--- src/hdl/pmrs_pkg.sv ---
// Package for the power mode and reset sequencer: register map, fields, timings, types
package pmrs_pkg;

   // ************************************************************
   // Register map (byte addresses)
   // ************************************************************
   localparam logic [7:0] PMRS_OSC_CTRL_ADDR = 8'h00;
   localparam logic [7:0] PMRS_STATUS_ADDR   = 8'h04;
   localparam logic [7:0] PMRS_CONFIG_ADDR   = 8'h08;
   localparam logic [7:0] PMRS_CORE_ADDR     = 8'h0C;

   // Oscillator control fields
   localparam int PMRS_SEL_HI_BIT   = 0;
   localparam int PMRS_STOP_HI_BIT  = 1;
   localparam int PMRS_MODE_LO_BIT  = 2;
   // Status fields
   localparam int PMRS_PD_BIT       = 3;
   localparam int PMRS_TO_BIT       = 4;
   // Config fields
   localparam int PMRS_PWRUP_LO_BIT = 0;
   localparam int PMRS_START_HI_BIT = 2;
   // Core control fields (write pulses, except the timer0 enable bit, which is stored as a level)
   localparam int PMRS_SLEEP_BIT    = 0;
   localparam int PMRS_WDCLR_BIT    = 1;
   localparam int PMRS_IRQ_EN_BIT   = 2;
   localparam int PMRS_IRQ_DIS_BIT  = 3;
   localparam int PMRS_TIMER0_ENABLE_BIT     = 4;

   // ************************************************************
   // Encodings and reset values
   // ************************************************************
   localparam logic [1:0] PMRS_MODE_RUN     = 2'h0;
   localparam logic [1:0] PMRS_MODE_HALT    = 2'h1;
   localparam logic [1:0] PMRS_MODE_STANDBY = 2'h2;
   localparam logic [1:0] PMRS_PWRUP_RST    = 2'h0;
   localparam logic [1:0] PMRS_RESP_OKAY    = 2'h0;
   localparam logic [1:0] PMRS_RESP_SLVERR  = 2'h2;
   localparam logic [11:0] PMRS_IRQ_VECTOR  = 12'h008;

   // ************************************************************
   // Timing
   // ************************************************************
   localparam int PMRS_CLK_MHZ        = 250;
   localparam int PMRS_WAKE_SETTLE    = 16;
   localparam int PMRS_OST_CYCLES     = 16;
   localparam int PMRS_PWRUP_US_0     = 4500;
   localparam int PMRS_PWRUP_US_1     = 18000;
   localparam int PMRS_PWRUP_US_2     = 72000;
   localparam int PMRS_PWRUP_US_3     = 288000;
   localparam int PMRS_PWRUP_CYC_0    = PMRS_PWRUP_US_0 * PMRS_CLK_MHZ;
   localparam int PMRS_PWRUP_CYC_1    = PMRS_PWRUP_US_1 * PMRS_CLK_MHZ;
   localparam int PMRS_PWRUP_CYC_2    = PMRS_PWRUP_US_2 * PMRS_CLK_MHZ;
   localparam int PMRS_PWRUP_CYC_3    = PMRS_PWRUP_US_3 * PMRS_CLK_MHZ;

   // ************************************************************
   // Types
   // ************************************************************
   typedef enum logic [2:0] {
      PMRS_ST_RESET,
      PMRS_ST_PWRUP,
      PMRS_ST_OST,
      PMRS_ST_RUN,
      PMRS_ST_STANDBY,
      PMRS_ST_HALT,
      PMRS_ST_SETTLE
   } pmrs_state_t;

   // Wake and reset sources
   typedef struct packed {
      logic timer0_ovf;
      logic port_b_change;
      logic ext_irq;
   } pmrs_wake_t;

   typedef struct packed {
      logic power_on;
      logic low_voltage_reset_event;
      logic ext_reset_n;
      logic watchdog_timeout;
   } pmrs_rst_t;

   // Clock and execution controls toward the core
   typedef struct packed {
      logic high_osc_run;
      logic low_osc_run;
      logic sys_clk_high;
      logic exec_enable;
      logic timer0_run;
      logic periph_enable;
      logic core_reset;
      logic watchdog_clear;
      logic resume_pulse;
      logic resume_vector;
   } pmrs_ctrl_t;

endpackage : pmrs_pkg

--- src/hdl/pmrs_seq.sv ---
// Power mode and reset sequencer with an AXI4-Lite register slave
//
// Added by the designer: register access over AXI4-Lite and the placing of the registers.
`timescale 1ns/1ps
module pmrs_seq
   import pmrs_pkg::*;
#(
   parameter int PWRUP_CYC_0 = PMRS_PWRUP_CYC_0,
   parameter int PWRUP_CYC_1 = PMRS_PWRUP_CYC_1,
   parameter int PWRUP_CYC_2 = PMRS_PWRUP_CYC_2,
   parameter int PWRUP_CYC_3 = PMRS_PWRUP_CYC_3
)(
   input  wire logic        aclk,
   input  wire logic        aresetn,
   input  wire logic [7:0]  s_axi_awaddr,
   input  wire logic        s_axi_awvalid,
   output      logic        s_axi_awready,
   input  wire logic [31:0] s_axi_wdata,
   input  wire logic [3:0]  s_axi_wstrb,
   input  wire logic        s_axi_wvalid,
   output      logic        s_axi_wready,
   output      logic [1:0]  s_axi_bresp,
   output      logic        s_axi_bvalid,
   input  wire logic        s_axi_bready,
   input  wire logic [7:0]  s_axi_araddr,
   input  wire logic        s_axi_arvalid,
   output      logic        s_axi_arready,
   output      logic [31:0] s_axi_rdata,
   output      logic [1:0]  s_axi_rresp,
   output      logic        s_axi_rvalid,
   input  wire logic        s_axi_rready,
   input  wire pmrs_wake_t  wake_in,
   input  wire pmrs_rst_t   rst_in,
   input  wire logic        startup_high_clk,
   input  wire logic [1:0]  pwrup_sel,
   output      pmrs_ctrl_t  ctrl_out,
   output      logic [1:0]  op_mode_field
);

   // ************************************************************
   // State
   // ************************************************************
   typedef struct packed {
      pmrs_state_t st;
      logic [31:0] cnt;
      logic        high_clock_select;
      logic        high_osc_stop;
      logic [1:0]  mode;
      logic        timeout_flag_n;
      logic        power_down_flag_n;
      logic        irq_enabled;
      logic        timer0_enable;
      logic        wd_clear;
      logic        resume;
      logic        resume_vec;
      logic [1:0]  pwrup_q;
      logic        start_hi_q;
      logic        aw_held;
      logic [7:0]  aw_addr;
      logic        w_held;
      logic [31:0] w_data;
      logic [3:0]  w_strb;
      logic        bvalid;
      logic [1:0]  bresp;
      logic        rvalid;
      logic [31:0] rdata;
      logic [1:0]  rresp;
   } pmrs_regs_t;

   pmrs_regs_t  s_q;
   pmrs_regs_t  s_d;
   pmrs_wake_t  wake_meta_q;
   pmrs_wake_t  wake_sync_q;
   pmrs_rst_t   rst_meta_q;
   pmrs_rst_t   rst_sync_q;
   logic [2:0]  cfg_meta_q;
   logic [2:0]  cfg_sync_q;

   // Power-up wait length for a configuration choice
   function automatic logic [31:0] pwrup_len(input logic [1:0] sel);
      logic [31:0] len;
      len = 32'(PWRUP_CYC_0);
      if (sel == 2'h1)
         len = 32'(PWRUP_CYC_1);
      else if (sel == 2'h2)
         len = 32'(PWRUP_CYC_2);
      else if (sel == 2'h3)
         len = 32'(PWRUP_CYC_3);
      return len;
   endfunction : pwrup_len

   // ************************************************************
   // Input synchronisers
   // ************************************************************
   // Pins and detectors come from outside, so two stages each
   always_ff @(posedge aclk)
   begin
      wake_meta_q <= wake_in;
      wake_sync_q <= wake_meta_q;
      rst_meta_q  <= rst_in;
      rst_sync_q  <= rst_meta_q;
      cfg_meta_q  <= {startup_high_clk, pwrup_sel};
      cfg_sync_q  <= cfg_meta_q;
   end

   logic        rst_event;
   logic        in_halt;
   logic        aw_go;
   logic        ar_go;
   logic [31:0] wr_val;
   logic [31:0] rd_val;

   assign in_halt   = (s_q.st == PMRS_ST_HALT) || (s_q.st == PMRS_ST_SETTLE);
   // Any of the four reset events holds the sequencer in reset
   assign rst_event = rst_sync_q.power_on | rst_sync_q.low_voltage_reset_event
                    | ~rst_sync_q.ext_reset_n | rst_sync_q.watchdog_timeout;
   assign aw_go     = s_q.aw_held && s_q.w_held && !s_q.bvalid;
   assign ar_go     = s_axi_arvalid && !s_q.rvalid;

   // ************************************************************
   // Next state
   // ************************************************************
   always_comb
   begin
      s_d            = s_q;
      s_d.wd_clear   = 1'b0;
      s_d.resume     = 1'b0;
      wr_val         = s_q.w_data;
      rd_val         = 32'h0000_0000;

      // Write channels are taken independently, response after both
      if (s_axi_awvalid && !s_q.aw_held)
      begin
         s_d.aw_held = 1'b1;
         s_d.aw_addr = s_axi_awaddr;
      end
      if (s_axi_wvalid && !s_q.w_held)
      begin
         s_d.w_held = 1'b1;
         s_d.w_data = s_axi_wdata;
         s_d.w_strb = s_axi_wstrb;
      end
      if (s_q.bvalid && s_axi_bready)
         s_d.bvalid = 1'b0;
      if (s_q.rvalid && s_axi_rready)
         s_d.rvalid = 1'b0;

      // Register write; only lane 0 carries fields
      if (aw_go)
      begin
         s_d.aw_held = 1'b0;
         s_d.w_held  = 1'b0;
         s_d.bvalid  = 1'b1;
         s_d.bresp   = PMRS_RESP_OKAY;
         if (s_q.aw_addr == PMRS_OSC_CTRL_ADDR)
         begin
            if (s_q.w_strb[0] && s_q.st == PMRS_ST_RUN)
            begin
               s_d.high_clock_select = wr_val[PMRS_SEL_HI_BIT];
               // Stop bit lands in the same write that enters halt
               s_d.high_osc_stop     = wr_val[PMRS_STOP_HI_BIT];
               s_d.mode              = wr_val[PMRS_MODE_LO_BIT +: 2];
               if (wr_val[PMRS_MODE_LO_BIT +: 2] == PMRS_MODE_STANDBY)
                  s_d.st = PMRS_ST_STANDBY;
               else if (wr_val[PMRS_MODE_LO_BIT +: 2] == PMRS_MODE_HALT)
                  s_d.st = PMRS_ST_HALT;
               else
                  s_d.mode = PMRS_MODE_RUN;
            end
         end
         else if (s_q.aw_addr == PMRS_CORE_ADDR)
         begin
            if (s_q.w_strb[0])
            begin
               if (wr_val[PMRS_IRQ_EN_BIT])
                  s_d.irq_enabled = 1'b1;
               if (wr_val[PMRS_IRQ_DIS_BIT])
                  s_d.irq_enabled = 1'b0;
               s_d.timer0_enable = wr_val[PMRS_TIMER0_ENABLE_BIT];
               if (wr_val[PMRS_WDCLR_BIT])
               begin
                  s_d.wd_clear          = 1'b1;
                  s_d.timeout_flag_n    = 1'b1;
                  s_d.power_down_flag_n = 1'b1;
               end
               if (wr_val[PMRS_SLEEP_BIT] && s_q.st == PMRS_ST_RUN)
               begin
                  s_d.st   = PMRS_ST_HALT;
                  s_d.mode = PMRS_MODE_HALT;
               end
            end
         end
         else if (s_q.aw_addr != PMRS_STATUS_ADDR && s_q.aw_addr != PMRS_CONFIG_ADDR)
            s_d.bresp = PMRS_RESP_SLVERR;
      end

      // Halt entry side effects
      if (s_q.st == PMRS_ST_RUN && s_d.st == PMRS_ST_HALT)
      begin
         s_d.power_down_flag_n = 1'b0;
         s_d.timeout_flag_n    = 1'b1;
         s_d.wd_clear          = 1'b1;
      end

      // Register read
      if (ar_go)
      begin
         s_d.rvalid = 1'b1;
         s_d.rresp  = PMRS_RESP_OKAY;
         if (s_axi_araddr == PMRS_OSC_CTRL_ADDR)
            rd_val = {28'h0, s_q.mode, s_q.high_osc_stop, s_q.high_clock_select};
         else if (s_axi_araddr == PMRS_STATUS_ADDR)
            rd_val = {27'h0, s_q.timeout_flag_n, s_q.power_down_flag_n, 3'h0};
         else if (s_axi_araddr == PMRS_CONFIG_ADDR)
            rd_val = {29'h0, s_q.start_hi_q, s_q.pwrup_q};
         else if (s_axi_araddr == PMRS_CORE_ADDR)
            rd_val = {27'h0, s_q.timer0_enable, 1'b0, s_q.irq_enabled, 2'h0};
         else
            s_d.rresp = PMRS_RESP_SLVERR;
         s_d.rdata = rd_val;
      end

      // Mode sequencing
      case (s_q.st)
         PMRS_ST_RESET:
         begin
            // Straps caught once the reset event has gone away
            if (!rst_event)
            begin
               s_d.pwrup_q    = cfg_sync_q[1:0];
               s_d.start_hi_q = cfg_sync_q[2];
               s_d.cnt        = pwrup_len(cfg_sync_q[1:0]) - 32'h1;
               s_d.st         = PMRS_ST_PWRUP;
            end
         end
         PMRS_ST_PWRUP:
         begin
            if (s_q.cnt == 32'h0)
            begin
               s_d.cnt = 32'(PMRS_OST_CYCLES - 1);
               s_d.st  = PMRS_ST_OST;
            end
            else
               s_d.cnt = s_q.cnt - 32'h1;
         end
         PMRS_ST_OST:
         begin
            if (s_q.cnt == 32'h0)
            begin
               s_d.st                = PMRS_ST_RUN;
               s_d.high_clock_select = s_q.start_hi_q;
            end
            else
               s_d.cnt = s_q.cnt - 32'h1;
         end
         PMRS_ST_STANDBY:
         begin
            // Clock kept running, so no settling wait
            if (wake_sync_q.timer0_ovf || wake_sync_q.port_b_change || wake_sync_q.ext_irq)
            begin
               s_d.st         = PMRS_ST_RUN;
               s_d.mode       = PMRS_MODE_RUN;
               s_d.resume     = 1'b1;
               s_d.resume_vec = s_q.irq_enabled;
            end
         end
         PMRS_ST_HALT:
         begin
            // Timer0 is stopped here and cannot wake the core
            if (wake_sync_q.port_b_change || wake_sync_q.ext_irq)
            begin
               s_d.cnt = 32'(PMRS_WAKE_SETTLE - 1);
               s_d.st  = PMRS_ST_SETTLE;
            end
         end
         PMRS_ST_SETTLE:
         begin
            if (s_q.cnt == 32'h0)
            begin
               s_d.st         = PMRS_ST_RUN;
               s_d.mode       = PMRS_MODE_RUN;
               s_d.resume     = 1'b1;
               s_d.resume_vec = s_q.irq_enabled;
            end
            else
               s_d.cnt = s_q.cnt - 32'h1;
         end
         default:
         begin
         end
      endcase

      // Reset event overrides all; flags per cause, config kept
      if (rst_event && s_q.st != PMRS_ST_RESET)
      begin
         s_d.st                = PMRS_ST_RESET;
         s_d.mode              = PMRS_MODE_RUN;
         s_d.high_osc_stop     = 1'b0;
         s_d.irq_enabled       = 1'b0;
         s_d.timer0_enable     = 1'b0;
         if (rst_sync_q.power_on || rst_sync_q.low_voltage_reset_event)
         begin
            s_d.timeout_flag_n    = 1'b1;
            s_d.power_down_flag_n = 1'b1;
         end
         else if (rst_sync_q.watchdog_timeout)
         begin
            s_d.timeout_flag_n    = 1'b0;
            s_d.power_down_flag_n = !in_halt;
         end
         else if (in_halt)
         begin
            s_d.timeout_flag_n    = 1'b1;
            s_d.power_down_flag_n = 1'b1;
         end
      end
   end

   // ************************************************************
   // State register
   // ************************************************************
   always_ff @(posedge aclk)
   begin
      if (!aresetn)
      begin
         s_q                   <= '0;
         s_q.st                <= PMRS_ST_RESET;
         s_q.timeout_flag_n    <= 1'b1;
         s_q.power_down_flag_n <= 1'b1;
         s_q.high_clock_select <= 1'b1;
         s_q.pwrup_q           <= PMRS_PWRUP_RST;
         s_q.bresp             <= PMRS_RESP_OKAY;
         s_q.rresp             <= PMRS_RESP_OKAY;
      end
      else
         s_q <= s_d;
   end

   // ************************************************************
   // Outputs
   // ************************************************************
   // Handshake readies combinational; data from flops
   assign s_axi_awready = !s_q.aw_held;
   assign s_axi_wready  = !s_q.w_held;
   assign s_axi_bvalid  = s_q.bvalid;
   assign s_axi_bresp   = s_q.bresp;
   assign s_axi_arready = !s_q.rvalid;
   assign s_axi_rvalid  = s_q.rvalid;
   assign s_axi_rdata   = s_q.rdata;
   assign s_axi_rresp   = s_q.rresp;
   assign op_mode_field = s_q.mode;

   // Clock and execution gating toward the core
   always_comb
   begin
      ctrl_out.sys_clk_high   = s_q.high_clock_select;
      // Stop honoured only in slow mode, standby does not stop it
      // Low oscillator restarts on wake, so the settle count has a clock
      ctrl_out.high_osc_run   = (s_q.st != PMRS_ST_HALT) && !(s_q.high_osc_stop && !s_q.high_clock_select);
      ctrl_out.low_osc_run    = (s_q.st != PMRS_ST_HALT);
      ctrl_out.exec_enable    = (s_q.st == PMRS_ST_RUN);
      ctrl_out.timer0_run     = s_q.timer0_enable && !in_halt && s_q.st != PMRS_ST_RESET;
      ctrl_out.periph_enable  = (s_q.st == PMRS_ST_RUN) || (s_q.st == PMRS_ST_STANDBY);
      ctrl_out.core_reset     = (s_q.st == PMRS_ST_RESET) || (s_q.st == PMRS_ST_PWRUP) || (s_q.st == PMRS_ST_OST);
      ctrl_out.watchdog_clear = s_q.wd_clear;
      ctrl_out.resume_pulse   = s_q.resume;
      ctrl_out.resume_vector  = s_q.resume_vec;
   end

endmodule : pmrs_seq

--- config.mk ---
export PLATFORM = sky130hd
export DESIGN_NAME = pmrs_seq
export DESIGN_NICKNAME = d
export VERILOG_FILES = /design/src/hdl/pmrs_pkg.sv /design/src/hdl/pmrs_seq.sv
export SDC_FILE = /design/constraint.sdc
export NUM_CORES = 1
export LEC_CHECK = 0
export BUFFER_PORTS_ARGS = -buffer_cell sky130_fd_sc_hd__buf_2
export CAP_MARGIN = 20
export CELL_PAD_IN_SITES_DETAIL_PLACEMENT = 0
export CELL_PAD_IN_SITES_GLOBAL_PLACEMENT = 1
export CORE_ASPECT_RATIO = 0.8
export CORE_UTILIZATION = 30
export CTS_BUF_LIST = sky130_fd_sc_hd__clkbuf_16
export CTS_CLUSTER_SIZE = 40
export DETAILED_ROUTE_END_ITERATION = 6
export GPL_TIMING_DRIVEN = 0
export PLACE_DENSITY = 0.68
export SKIP_LAST_GASP = 1
export SYNTH_ARGS = -nofsm -noshare
export SYNTH_HDL_FRONTEND = slang
export SYNTH_SLANG_ARGS = --single-unit
--- constraint.sdc ---
create_clock -name aclk -period 3 [get_ports aclk]
set_input_delay 0.3 -clock aclk [delete_from_list [all_inputs] [get_ports aclk]]
set_output_delay 0.3 -clock aclk [all_outputs]
set_load 0.05 [all_outputs]
==> metrics.md, run 1 <==
| Metric | Value |
|---|---|
| Total number of vias | 4410 |
| Clock Skews | 0.00595 ns |
| GPL Wtd Cong | 0.884 |
| Filler cells | 1621 |
| Share of cells above drive strength 1 | 0.222 |
| Post-synthesis async set-or-reset flop share | 0 |
| Max VDD drop | 0.573 mV |
| RSZ-0062 raised after global routing | false |
| Post-synth top area share | 0.394 |
| Status | completed |
| CP arrival | 3.12 ns |
| Period utilisation layout | 0.962 |
| Number of buffers created by CTS | 9 |
| Final design utilization | 0.383 |
| Pins over their slew limit | 0 |
| Final TNS setup | 0 ns |
| Vias in the first global route | 4097 |
| Pre-antenna DRT Iters | 6 |
| # Max-Cap Violations | 0 |
| Largest area contributor in the netlist | dfxtp_1 |
| F_max | 346 MHz |
| Post-route insts no fill | 881 |
| Hold Slack | 0.0508 ns |
| Hold Crit Class | input port to flop |
| Synthesized flop and latch total | 94 |
| Hold Path End | cfg_meta_q[1]$_DFF_P_ |
| Nets | 745 |
| Cells after Synth | 562 |
| GR Overflow Total | 0 |
| Reg clk slew, reported paths | 0.08 ns |
| Largest net degree at the start of global routing | 20 |
| Count leader, synth | dfxtp_1 |
| Hold path startpoint | pwrup_sel[1] |
| Initial core utilization | 0.313 |
| CP endpoint kind | flop |
| Sequential area share after synthesis | 0.394 |
| Global-route wire length before repair | 22.1 mm |
| Reg2reg end | s_q[122]$_SDFFE_PN0P_ |
| Initial DRC count | 354 |
| H-tree Lvls | 3 |
| Post-DP HPWL | 10.6 mm |
| Num ports | 122 |
| Post-layout power | 5.92 mW |
| Initial antenna violation count | 0 |
| R2R Setup Slk | 0.11 ns |
| Routed vias/inst | 5.01 |
| Die Footprint | 0.0164 mm^2 |
| WHS Path Cells | 1 |
| ANT cells | 0 |
| Port Buffers | 61 |
| Yosys warnings | 0 |
| Max-Slew Margin vs Limit | 0.410 |
| Die height | 115 um |
| PD cells | 1010 mW/mm^2 |
| Root buffer cell | clkbuf_16 |
| Routed wire length | 13.9 mm |
| Maximum clock insertion buffer count | 2 |
| Worst reg-to-reg path cell count | 9 |
| Ys flop type | dfxtp_1 |
| Mapped Area | 0.00477 mm^2 |
| Area grow syn2layout | 22.4% |
| Crit path required time | 3.24 ns |
| Cts-stage hold buffer count | 0 |
| Die Width | 143 um |
| Avg Cell Area, Syn | 8.49 um^2 |
| Placed Instances | 861 |
| Leak | 2.46 nW |
| DRC | 0 |
| Antenna Nets Post-Route | 0 |
| Number of synthesized flops with an enable pin | 0 |
| Clock tree sinks | 94 |
| Core Box Area | 0.0153 mm^2 |
| CTS tree | built |
| Crit Path Class | flop to flop |
| Clock Latency Late Sink | 0.34 ns |
| Global Route Usage Sum | 0.175 |
| Post-synth cell types | 70 |
| Rows | 40 |
| Fin. Hold Viols | 0 |
| CP Max Fanout | 10 |
| # setup viols final | 0 |
| WL/cell | 15.7 um |
| Final min period | 2.89 ns |
| Startpoint Class | flop |
| Worst Tran Pin Value | 0.878 ns |
| R2R Path Start | s_q[98]$_SDFFE_PN0P_ |
| Top cells by area, synth | dfxtp_1 (39%), buf_4 (6.8%), nor2_1 (5.7%) |
| Commonest cells in the netlist | dfxtp_1 (94), nor2_1 (72), buf_4 (43), nand2_1 (37), a21oi_1 (33) |
-- layer usage --
layer / up-vias / share of wire / track usage
li1: 2173 / - / -
met1: 2086 / 0.52 / 0.267
met2: 139 / 0.40 / 0.253
met3: 12 / 0.069 / 0.0312
met4: 0 / 0.0089 / 0.0373
met5: - / 0 / 0
-- worst max-delay path by stage --
stage | start | end | slack, ns
CTS | s_q[102]$_SDFFE_PN0P_ | s_q[111]$_SDFFE_PN0P_ | -0.06
global route | s_q[99]$_SDFFE_PN0P_ | s_q[122]$_SDFFE_PN0P_ | 0.005
floorplan | s_q[124]$_SDFFE_PN0P_ | s_q[116]$_SDFFE_PN0P_ | 0.38
detailed placement | s_q[113]$_SDFFE_PN0P_ | s_q[111]$_SDFFE_PN0P_ | -0.29
finish | s_q[98]$_SDFFE_PN0P_ | s_q[122]$_SDFFE_PN0P_ | 0.11
global placement | s_q[113]$_SDFFE_PN0P_ | s_q[111]$_SDFFE_PN0P_ | -0.26
-- cell families after synthesis --
group,Yosys count,synth area share
fa+ha+maj,10,0.0262
buf+inv,87,0.103
xor+xnor,5,0.00918
compound gates,135,0.195
flops,94,0.394
mux,25,0.0527
other cells,1,0.000786
simple gates,205,0.219
-- through the flow --
| step | setup WS [ns] | instance area [um^2] |
|---|---|---|
| floorplan | 0.381 | 4880 |
| global placement | -0.259 | 5450 |
| global route | 0.00523 | 5840 |
| CTS | -0.0572 | 5790 |
| finish | 0.113 | 5840 |
| detailed placement | -0.291 | 5450 |
-- state kept, by name, indices dropped and copies added (netlist names) --
| name | flops |
|---|---|
| wr_val | 5 |
| wake_sync_q | 3 |
| cfg_sync_q | 3 |
| cfg_meta_q | 3 |
| rst_meta_q | 4 |
| s_axi_bresp | 1 |
| s_axi_bvalid | 1 |
| rst_sync_q | 4 |
| s_axi_rresp | 1 |
| s_axi_rvalid | 1 |
| ctrl_out | 4 |
| s_axi_rdata | 5 |
| s_q | 54 |
| wake_meta_q | 3 |
| op_mode_field | 2 |
-- what timing repair did --
action / CTS / global route
setup buffers: 2 / 2
endpoints found under the setup margin: 30 / 30
pin swaps: 1 / 2
gates resized for setup: 6 / 10
-- final cells by class --
| cell class | count | area [um^2] | share of cell area |
|---|---|---|---|
| Sequential cell | 94 | 1880 | 0.322 |
| Multi-Input combinational cell | 409 | 2560 | 0.438 |
| Clock inverter | 7 | 80.1 | 0.0137 |
| Tap cell | 210 | 263 | 0.0450 |
| Inverter | 16 | 60.1 | 0.0103 |
| Buffer | 71 | 438 | 0.0750 |
| Timing Repair Buffer | 65 | 335 | 0.0574 |
| Clock buffer | 9 | 225 | 0.0386 |
-- critical path, stage by stage, from the launching register on --
cell and delay (ns):
dfxtp_1 0.37, inv_1 0.10, ha_1 0.14, or4b_2 0.62
nor3_2 0.16, or4b_4 0.54, a21oi_4 0.24, buf_4 0.22
o21ai_0 0.12, a32o_1 0.28
-- cell usage in the layout, fill, tap and decap left out, types with 3 or more instances in the layout --
cell / count
dfxtp_1: 94
nor2_1: 72
buf_2: 65
buf_4: 48
nand2_1: 37
a21oi_1: 33
conb_1: 29
o21ai_0: 25
mux2i_1: 24
clkbuf_1: 20
nor3_1: 19
inv_1: 15
nor4_1: 11
nand3_1: 11
o22ai_1: 11
ha_1: 10
clkbuf_16: 9
a31oi_1: 8
nor2b_1: 7
a32o_1: 7
nand2b_1: 6
or3_1: 5
nand4_1: 5
a211oi_1: 5
or4_1: 4
o31a_1: 4
nor4b_1: 3
nor3_2: 3
and2_1: 3
a21o_1: 3
xnor2_1: 3
o41ai_1: 3
o211ai_1: 3
-- where the power goes --
group | internal, mW | switching (mW) | leakage (nW)
registers | 1.40 | 0.168 | 0.770
logic | 1.15 | 2.05 | 1.54
clock network | 0.593 | 0.562 | 0.146
total | 3.14 | 2.78 | 2.46
No activity file was read; power rests on OpenSTA's default activity.
==> inputs of run 2 (changes only) <==
--- a/config.mk
+++ b/config.mk
@@ -16,6 +16,8 @@
 export DETAILED_ROUTE_END_ITERATION = 6
 export GPL_TIMING_DRIVEN = 0
 export PLACE_DENSITY = 0.68
+export RECOVER_POWER = 50
+export SETUP_SLACK_MARGIN = 0.4
 export SKIP_LAST_GASP = 1
 export SYNTH_ARGS = -nofsm -noshare
 export SYNTH_HDL_FRONTEND = slang
==> metrics.md, run 2 (synthesis gave the netlist of run 1 again) <==
| Metric | Value |
|---|---|
| Fin. Hold Viols | 0 (unchanged) |
| Max VDD drop | 0.558 mV (-2.5%) |
| # Max-Cap Violations | 0 (unchanged) |
| WL/cell | 16.3 um (+3.8%) |
| Hold path startpoint | pwrup_sel[0] |
| Initial core utilization | 0.313 (unchanged) |
| Startpoint Class | flop |
| DRC | 0 (unchanged) |
| Post-DP HPWL | 10.7 mm (+1.0%) |
| CTS tree | built |
| Largest net degree at the start of global routing | 19 (-5.0%) |
| Final min period | 2.78 ns (-0.110 ns) |
| Worst Tran Pin Value | 0.923 ns (+0.0446 ns) |
| # setup viols final | 0 (unchanged) |
| WHS Path Cells | 1 (unchanged) |
| Crit Path Class | flop to flop |
| Die height | 115 um (unchanged) |
| R2R Setup Slk | 0.22 ns (+0.11 ns) |
| Pre-antenna DRT Iters | 5 (-1) |
| Hold Path End | cfg_meta_q[0]$_DFF_P_ |
| Die Footprint | 0.0164 mm^2 (unchanged) |
| Max-Slew Margin vs Limit | 0.380 (-0.0300) |
| Pins over their slew limit | 0 (unchanged) |
| Dpl cell area | 0.00546 mm^2 (+0.18%) |
| GPL Wtd Cong | 0.884 (about the same) |
| Die Width | 143 um (unchanged) |
| Reg2reg end | s_q[123]$_SDFFE_PN0P_ |
| Hold Crit Class | input port to flop |
| Hold Slack | 0.0528 ns (+0.00199 ns) |
| Reg clk slew, reported paths | 0.07 ns (about the same) |
| Most frequent cells in the layout | dfxtp_1 (87), buf_4 (77), nor2_1 (70) |
| Cts-stage hold buffer count | 0 (unchanged) |
| ANT cells | 0 (unchanged) |
| Number of buffers created by CTS | 9 (unchanged) |
| Area grow syn2layout | 31.4% |
| Status | completed |
| Max reg flops | 54 (unchanged) |
| Setup WS pre-CTS | -0.304 ns (-0.0132 ns) |
| Antenna Nets Post-Route | 0 (unchanged) |
| Placed Instances | 861 (unchanged) |
| Initial antenna violation count | 0 (unchanged) |
| Initial DRC count | 337 (-4.8%) |
| CP Max Fanout | 5 (-5) |
| H-tree Lvls | 3 (unchanged) |
| Final TNS setup | 0 ns (unchanged) |
| Share of cells above drive strength 1 | 0.272 (+0.0502) |
| Final worst setup slack | 0.223 ns (+0.110 ns) |
| Core Box Area | 0.0153 mm^2 (unchanged) |
| Leak | 2.63 nW (+7.2%) |
| Maximum clock insertion buffer count | 2 (unchanged) |
| Vias in the first global route | 4341 (+6.0%) |
| CP endpoint kind | flop |
| Most flop-heavy register | s_q |
| Worst reg-to-reg path cell count | 11 (+2) |
| Routed vias/inst | 5.12 (+2.3%) |
| Num ports | 122 (unchanged) |
| Nets | 783 (+5.1%) |
| RSZ-0062 raised after global routing | true |
| Root buffer cell | clkbuf_16 |
| Total number of vias | 4705 (+6.7%) |
| R2R Path Start | s_q[126]$_SDFFE_PN0P_ |
| Port Buffers | 61 (unchanged) |
| GR Overflow Total | 0 (unchanged) |
| Most common cell after layout, fill and taps aside | dfxtp_1 |
| Clock Latency Late Sink | 0.34 ns (about the same) |
| Routed wire length | 15.0 mm (+8.3%) |
| Final design utilization | 0.411 (+0.0281) |
| Period utilisation layout | 0.926 (-0.0367) |
| Post-route cell area | 0.00627 mm^2 (+7.3%) |
| Global Route Usage Sum | 0.183 (+0.00851) |
| Crit path required time | 3.23 ns (about the same) |
| Clock tree sinks | 94 (unchanged) |
| Clock Skews | 0.00844 ns (+0.00249 ns) |
| Post-layout power | 7.21 mW (+22%) |
| Post-route insts no fill | 919 (+4.3%) |
| Global-route wire length before repair | 23.1 mm (+4.6%) |
| CP arrival | 3.01 ns (-0.11 ns) |
| Rows | 40 (unchanged) |
| PD cells | 1150 mW/mm^2 (+14%) |
| F_max | 360 MHz (+4.0%) |
==> run 2: worst max path at each step <==
stage                     startpoint  depth (start not counted)  slack (ns)                     to
4_1_cts        s_q[126]$_SDFFE_PN0P_                          7        0.31  s_q[116]$_SDFFE_PN0P_
3_5_place_dp   s_q[113]$_SDFFE_PN0P_                          8       -0.30  s_q[115]$_SDFFE_PN0P_
3_3_place_gp   s_q[113]$_SDFFE_PN0P_                          9       -0.25  s_q[111]$_SDFFE_PN0P_
2_1_floorplan   s_q[98]$_SDFFE_PN0P_                          9        0.40  s_q[116]$_SDFFE_PN0P_
5_1_grt        s_q[126]$_SDFFE_PN0P_                         11        0.19  s_q[129]$_SDFFE_PN0P_
6_report       s_q[126]$_SDFFE_PN0P_                         11        0.22  s_q[123]$_SDFFE_PN0P_
==> run 2: report_power, final <==
group / switching, mW / internal (mW) / leakage [nW] / total (mW)
sequential: 0.176 / 1.41 / 0.774 / 1.59
clock: 0.533 / 0.582 / 0.141 / 1.11
combinational: 2.48 / 2.03 / 1.72 / 4.51
==> run 2: timing repair <==
action | 4_1_cts | 5_1_grt
pin swaps | 18 | 12
endpoints found under the hold margin | 0 | 0
endpoints found under the setup margin | 40 | 39
gates resized for setup | 44 | 32
setup buffers | 23 | 18
gates cloned | 1 | 0
==> run 2: cell type report <==
class | instances | area, um^2
buffer | 71 | 487
clock buffer | 9 | 225
clock inverter | 7 | 61.3
fill | 1574 | 8990
inverter | 16 | 60.1
multi-input combinational | 409 | 2640
sequential | 94 | 1900
tap | 210 | 263
timing repair buffer | 103 | 632
==> run 2: worst max-delay path, stage by stage (launching register included) <==
cell and delay (ns):
dfxtp_2 0.32, or4_4 0.53, or3_4 0.37, buf_4 0.17, nor4b_4 0.31, buf_4 0.19
buf_4 0.10, buf_4 0.09, a2111o_1 0.26, buf_6 0.14, xor2_1 0.14, nor2_1 0.05
==> run 2: metal layers <==
metal,GRT usage,vias to the layer above,part of all wire
li1,-,2256,-
met1,0.274,2229,0.49
met2,0.264,203,0.41
met3,0.0354,17,0.083
met4,0.0516,0,0.013
met5,0,-,0
